$ cat src/core/mra_defines.svh
// Constants for the memory request arbiter
`ifndef MRA_DEFINES_SVH
`define MRA_DEFINES_SVH
`define MRA_NUM_REQ     5
`define MRA_ADDR_W      24
`define MRA_SRC_W       3
`define MRA_TGT_W       2
`define MRA_TGT_SDRAM   2'h0
`define MRA_TGT_ASYNC   2'h1
`define MRA_TGT_CFG     2'h2
`define MRA_REGION_W    2
`define MRA_REGION_SDRAM 2'h0
`define MRA_REGION_ASYNC 2'h1
`define MRA_NONE        5'h00
`define MRA_ADDR_RST    24'h00_0000
`define MRA_SRC_RST     3'h0
`endif

$ cat src/core/mra_pkg.sv
// Types shared by the memory request arbiter files
`include "mra_defines.svh"
package mra_pkg;
  typedef enum logic [1:0] {
    MRA_IDLE,
    MRA_REFRESH,
    MRA_SERVE
  } mra_state_t;

  typedef enum logic [`MRA_TGT_W-1:0] {
    MRA_TGT_SDRAM = `MRA_TGT_SDRAM,
    MRA_TGT_ASYNC = `MRA_TGT_ASYNC,
    MRA_TGT_CFG   = `MRA_TGT_CFG
  } mra_target_t;
endpackage : mra_pkg

$ cat src/core/mra_arbiter.sv
// Fixed-priority request arbiter and clock output of the memory interface
`timescale 1ns/100ps
`include "mra_defines.svh"
module mra_arbiter #(
  parameter int NUM_REQ = `MRA_NUM_REQ,
  parameter int ADDR_W  = `MRA_ADDR_W
) (
  input  wire logic                      mclk_i,
  input  wire logic                      rst_b_i,
  input  wire logic                      pll_rst_done_i,
  input  wire logic [NUM_REQ-1:0]        req_i,
  input  wire logic [NUM_REQ*ADDR_W-1:0] req_addr_i,
  input  wire logic                      refresh_due_i,
  input  wire logic                      refresh_done_i,
  input  wire logic                      svc_done_i,
  output logic [NUM_REQ-1:0]             grant_o,
  output logic                           fwd_valid_o,
  output logic [ADDR_W-1:0]              fwd_addr_o,
  output mra_pkg::mra_target_t           fwd_target_o,
  output logic [`MRA_SRC_W-1:0]          fwd_src_o,
  output logic                           refresh_req_o,
  output logic                           mem_clk_o
);
  // The clock on mclk_i is the PLL system domain; no other source
  // is selectable, so no external clock can reach the core

  mra_pkg::mra_state_t  state;
  mra_pkg::mra_state_t  next_state;
  logic [NUM_REQ-1:0]   next_grant;
  logic                 next_fwd_valid;
  logic [ADDR_W-1:0]    next_fwd_addr;
  mra_pkg::mra_target_t next_fwd_target;
  logic [`MRA_SRC_W-1:0] next_fwd_src;
  logic                 next_refresh_req;
  logic                 next_mem_clk;
  logic                 pll_ready;
  logic                 clk_run;
  logic                 next_clk_run;
  logic [NUM_REQ-1:0]   win_onehot;
  logic [`MRA_SRC_W-1:0] win_idx;
  logic                 win_any;
  logic [ADDR_W-1:0]    win_addr;

  mra_sync u_pll_sync (
    .mclk_i  (mclk_i),
    .rst_b_i (rst_b_i),
    .async_i (pll_rst_done_i),
    .sync_o  (pll_ready)
  );

  function automatic mra_pkg::mra_target_t decode_target(
    input logic [ADDR_W-1:0] addr
  );
    logic [`MRA_REGION_W-1:0] region;
    region = addr[ADDR_W-1 -: `MRA_REGION_W];
    if (region == `MRA_REGION_SDRAM) begin
      decode_target = mra_pkg::MRA_TGT_SDRAM;
    end else if (region == `MRA_REGION_ASYNC) begin
      decode_target = mra_pkg::MRA_TGT_ASYNC;
    end else begin
      decode_target = mra_pkg::MRA_TGT_CFG;
    end
  endfunction : decode_target

  // Lowest index is highest rank; scanning downward lets it win
  always_comb begin
    win_onehot = `MRA_NONE;
    win_idx    = `MRA_SRC_RST;
    win_any    = 1'b0;
    win_addr   = `MRA_ADDR_RST;
    for (int i = NUM_REQ - 1; i >= 0; i--) begin
      if (req_i[i]) begin
        win_onehot    = `MRA_NONE;
        win_onehot[i] = 1'b1;
        win_idx       = `MRA_SRC_W'(i);
        win_any       = 1'b1;
        win_addr      = req_addr_i[i*ADDR_W +: ADDR_W];
      end
    end
  end

  // State group: arbitration happens only in IDLE, so every
  // completion re-examines the whole pending set
  always_comb begin
    next_state = state;
    unique case (state)
      mra_pkg::MRA_IDLE: begin
        if (win_any && refresh_due_i) begin
          next_state = mra_pkg::MRA_REFRESH;
        end else if (win_any) begin
          next_state = mra_pkg::MRA_SERVE;
        end
      end
      mra_pkg::MRA_REFRESH: begin
        // Refresh ahead of the held request; latency is not fixed
        if (refresh_done_i) begin
          next_state = mra_pkg::MRA_SERVE;
        end
      end
      mra_pkg::MRA_SERVE: begin
        // No new grant and no preemption until the core finishes
        if (svc_done_i) begin
          next_state = mra_pkg::MRA_IDLE;
        end
      end
    endcase
  end

  always_ff @(posedge mclk_i or negedge rst_b_i) begin
    if (!rst_b_i) begin
      state <= mra_pkg::MRA_IDLE;
    end else begin
      state <= next_state;
    end
  end

  // Grant group: address, target and source are captured with the
  // grant and held, so the core sees one stable request throughout
  always_comb begin
    next_grant      = grant_o;
    next_fwd_valid  = fwd_valid_o;
    next_fwd_addr   = fwd_addr_o;
    next_fwd_target = fwd_target_o;
    next_fwd_src    = fwd_src_o;
    unique case (state)
      mra_pkg::MRA_IDLE: begin
        if (win_any) begin
          next_grant      = win_onehot;
          next_fwd_addr   = win_addr;
          next_fwd_target = decode_target(win_addr);
          next_fwd_src    = win_idx;
          next_fwd_valid  = !refresh_due_i;
        end
      end
      mra_pkg::MRA_REFRESH: begin
        if (refresh_done_i) begin
          next_fwd_valid = 1'b1;
        end
      end
      mra_pkg::MRA_SERVE: begin
        // Grant drops with completion, never on a newcomer
        if (svc_done_i) begin
          next_fwd_valid = 1'b0;
          next_grant     = `MRA_NONE;
        end
      end
    endcase
  end

  always_ff @(posedge mclk_i or negedge rst_b_i) begin
    if (!rst_b_i) begin
      grant_o      <= `MRA_NONE;
      fwd_valid_o  <= 1'b0;
      fwd_addr_o   <= `MRA_ADDR_RST;
      fwd_target_o <= mra_pkg::MRA_TGT_SDRAM;
      fwd_src_o    <= `MRA_SRC_RST;
    end else begin
      grant_o      <= next_grant;
      fwd_valid_o  <= next_fwd_valid;
      fwd_addr_o   <= next_fwd_addr;
      fwd_target_o <= next_fwd_target;
      fwd_src_o    <= next_fwd_src;
    end
  end

  // Refresh group: the refresh is asked for only before a service
  // starts, never in the middle of one
  always_comb begin
    next_refresh_req = refresh_req_o;
    unique case (state)
      mra_pkg::MRA_IDLE: begin
        if (win_any && refresh_due_i) begin
          next_refresh_req = 1'b1;
        end
      end
      mra_pkg::MRA_REFRESH: begin
        if (refresh_done_i) begin
          next_refresh_req = 1'b0;
        end
      end
      mra_pkg::MRA_SERVE: begin
        next_refresh_req = 1'b0;
      end
    endcase
  end

  always_ff @(posedge mclk_i or negedge rst_b_i) begin
    if (!rst_b_i) begin
      refresh_req_o <= 1'b0;
    end else begin
      refresh_req_o <= next_refresh_req;
    end
  end

  // Run flag: set once the synchronised PLL release is seen and kept
  // until reset, so the memory clock never stops mid-transfer
  always_comb begin
    next_clk_run = clk_run | pll_ready;
  end

  always_ff @(posedge mclk_i or negedge rst_b_i) begin
    if (!rst_b_i) begin
      clk_run <= 1'b0;
    end else begin
      clk_run <= next_clk_run;
    end
  end

  // Memory clock is a toggle flop, so the pin runs at half mclk_i;
  // a flop output avoids gating the clock net itself
  always_comb begin
    next_mem_clk = clk_run ? ~mem_clk_o : 1'b0;
  end

  always_ff @(posedge mclk_i or negedge rst_b_i) begin
    if (!rst_b_i) begin
      mem_clk_o <= 1'b0;
    end else begin
      mem_clk_o <= next_mem_clk;
    end
  end
endmodule : mra_arbiter

$ cat src/core/mra_sync.sv
// Two-stage level synchroniser
`timescale 1ns/100ps
module mra_sync (
  input  wire logic mclk_i,
  input  wire logic rst_b_i,
  input  wire logic async_i,
  output logic      sync_o
);
  logic meta;
  logic next_meta;
  logic next_sync;

  always_comb begin
    next_meta = async_i;
    next_sync = meta;
  end

  always_ff @(posedge mclk_i or negedge rst_b_i) begin
    if (!rst_b_i) begin
      meta   <= 1'b0;
      sync_o <= 1'b0;
    end else begin
      meta   <= next_meta;
      sync_o <= next_sync;
    end
  end
endmodule : mra_sync

$ cat config.mk
export PLATFORM = sky130hd
export DESIGN_NAME = mra_arbiter
export DESIGN_NICKNAME = d
export VERILOG_FILES = /design/src/core/mra_pkg.sv /design/src/core/mra_arbiter.sv /design/src/core/mra_sync.sv
export VERILOG_INCLUDE_DIRS = /design/src /design/src/core
export SDC_FILE = /design/constraint.sdc
export NUM_CORES = 1
export LEC_CHECK = 0
export ABC_AREA = 1
export CAP_MARGIN = 10
export CORE_ASPECT_RATIO = 0.9
export CORE_MARGIN = 5
export CORE_UTILIZATION = 35
export DETAILED_ROUTE_END_ITERATION = 8
export DONT_BUFFER_PORTS = 1
export PLACE_DENSITY = 0.59
export SLEW_MARGIN = 0
export SYNTH_ARGS = -nofsm -noshare
export SYNTH_HDL_FRONTEND = slang
export SYNTH_SLANG_ARGS = --single-unit
export TNS_END_PERCENT = 1
$ cat constraint.sdc
create_clock -name mclk_i -period 3.1 [get_ports mclk_i]
set_input_delay 0.31 -clock mclk_i [delete_from_list [all_inputs] [get_ports mclk_i]]
set_output_delay 0.31 -clock mclk_i [all_outputs]
set_load 0.02 [all_outputs]
==> reports/metrics.yaml <==
ioPinCount: 168
m1WireLength_mm: 3.75
clkSlewWorstSetupHoldPaths_ps: 80
utilization_pct: 37.2
fin_tns_setup_ps: 0
row_count: 31
reg2reg_depth: 8
crit_slowest_cell: "dfrtp_1"
max_stage_delay_ps: 410
max-vdd-ir-drop_mv: 0.345
die_y_um: 95.1
cts-buffers-inserted: 5
post-route-period-util_pct: 54.8
post-cts-setup-buffers: 0
slew_headroom_pct: 44.8
worstHoldPathType: "input port to flip-flop"
initial_core_util_pct: 35.4
whs_path_depth: 0
grt_start_max_net_pins: 43
setup_ws_ps: 1400
setup.worst_path.class: "flip-flop to flip-flop"
crit_required_ps: 3290
rsz0062_at_grt: "false"
dr.first_iter.drc_count: 112
grt-ovfl-total: 0
root_buffer: "clkbuf_8"
antenna_found_initial: 0
numPortBuffers: 0
crit_fanout: 25
wl_mm: 9.03
arrival_ps: 1890
cts_htree_levels: 2
post_cts_resized: 0
drv_slew: 0
vias: 2677
cp_top_family: "simple AND/OR/NAND/NOR gates"
cap_violations: 0
seq_area_frac_synth_pct: 37.3
grt.total_usage_pct: 17.8
grt_pass1_wl_mm: 14.0
yosysTopAreaCellShare_pct: 37.3
die_area_um2: 9940
wl_met3_um: 760
dr.pass1.iters: 5
placed_area_um2: 2810
cts_tree: "built"
drt-wirelength-per-cell_um: 17.1
nNetsFinal: 561
synth-seq-cells: 42
power_density_nw_per_um2: 849
postSynthAreaPerCell_um2: 6.44
crit_path_start_kind: "flip-flop"
final_cell_area_um2: 2960
drive_gt1_share_pct: 7.24
grt_pass1_vias: 2698
synthTopCellsByArea: "dfrtp_1, nand2_1, nor2_1"
netlist_area_um2: 2820
endpoint_kind: "flip-flop"
tightest_slew_ps: 827
crit_chain: "inv_1 -> ha_1 -> buf_4 -> nand4_1 -> nand3_1 -> inv_1 -> nand2_1 -> nand2_1"
synth_area_leader_cell: "dfrtp_1"
core_area_um2: 7950
max_freq_ghz: 0.588
dp_hpwl_mm: 6.76
p_total_mw: 2.51
setup_viol: 0
worstSetupPathDepth: 8
syn_inst: 437
vias_per_cell: 5.08
wl_met2_mm: 4.47
clk_latency_ps: 290
cp.buffers_inverters: 3
status: "completed"
yosys_warnings: 0
antenna_cells: 0
top_layer: "met4"
cts.sinks: 42
cts_hold_buf: 2
p_leak_nw: 1.55
final.min_clock_period_ps: 1700
hold_viol_final: 0
postRouteAntennaNets: 0
syn2layout_area_growth_pct: 5.07
gp_congestion: 0.821
drc: 0
fin_skew_ps: 7.83
die_width_um: 105
synth_cell_types: 23
synth_nets: 571
dpl_worst_slack_ps: 1350
clockBufferDepth: 2
[power by group]
part           switching [mW]  internal [mW]
Combinational           0.528          0.300
Clock                   0.191          0.241
Sequential              0.468          0.782
[cell usage after synthesis]
cell and n:
inv_2 2, nor2_1 64, nor2_2 8, buf_2 7
nand2_1 225, or2_2 3, o21ai_0 8, nor2_8 1
nand3_4 1, buf_6 5, dfrtp_1 42, o31ai_1 1
nor2_4 3, o21a_1 1, nand4_1 23, nand3_1 10
o21ai_1 1, nand3_2 1, buf_4 5, ha_1 3
nand2_4 2, clkbuf_1 5, inv_1 16
[cell usage in the layout (no fill, tap or decap), drive strengths merged]
| cell | count |
|---|---|
| or2 | 3 |
| nand3 | 12 |
| ha | 3 |
| o31ai | 1 |
| bufinv | 1 |
| clkbuf | 7 |
| nand4 | 23 |
| o21a | 1 |
| nand2 | 227 |
| buf | 4 |
| inv | 18 |
| nor2 | 76 |
| dlygate4sd3 | 1 |
| dfrtp | 42 |
| o21ai | 9 |
[metal layers]
layer  vias to the layer above  GRT usage [%]
met1                      1242           23.2
li1                       1325              -
met4                         0           2.91
met2                       103           30.0
met5                         -              0
met3                         7           5.01
[stage by stage]
step	cells	hold WS [ps]
after floorplan	437	14.4
after global placement	517	16.7
after detailed placement	517	16.4
after CTS	527	24.1
after global routing	527	18.2
final	527	40.8
[kinds of logic (layout without fill, tap and decap cells)]
group           Yosys count  after routing  synth area share, %
buf+inv                  40             31                 7.64
flops                    42             42                 37.3
fa+ha+maj                 3              3                 1.33
compound gates           11             11                 2.13
simple gates            341            341                 51.6
[final cells by class]
type                            instances  area, µm²
Timing Repair Buffer                    5       60.1
Inverter                               18       67.6
Clock buffer                            7       76.3
Multi-Input combinational cell        355       1550
Tap cell                               99        124
Fill cell                             884       4990
Sequential cell                        42       1050
Clock inverter                          1       30.0
[final timing paths]
check	startpoint	endpoint	slack, ps
worst max-delay path	state[0]	state[1]	1400
worst min-delay path	pll_rst_done_i	u_pll_sync.meta	40
worst max register to register	state[0]	state[1]	1400
worst min register to register	u_pll_sync.meta	u_pll_sync.sync_o	350
max in group asynchronous	rst_b_i	fwd_addr_o[7]	2370
min in group asynchronous	rst_b_i	fwd_addr_o[19]	530
[registers in the layout, indices dropped and copies added, names as in the netlist]
name               flops
mem_clk_o              1
grant_o                5
clk_run                1
fwd_valid_o            1
fwd_addr_o            24
state                  2
u_pll_sync.sync_o      1
fwd_src_o              3
refresh_req_o          1
fwd_target_o           2
u_pll_sync.meta        1
(Power assumes the default switching activity.)
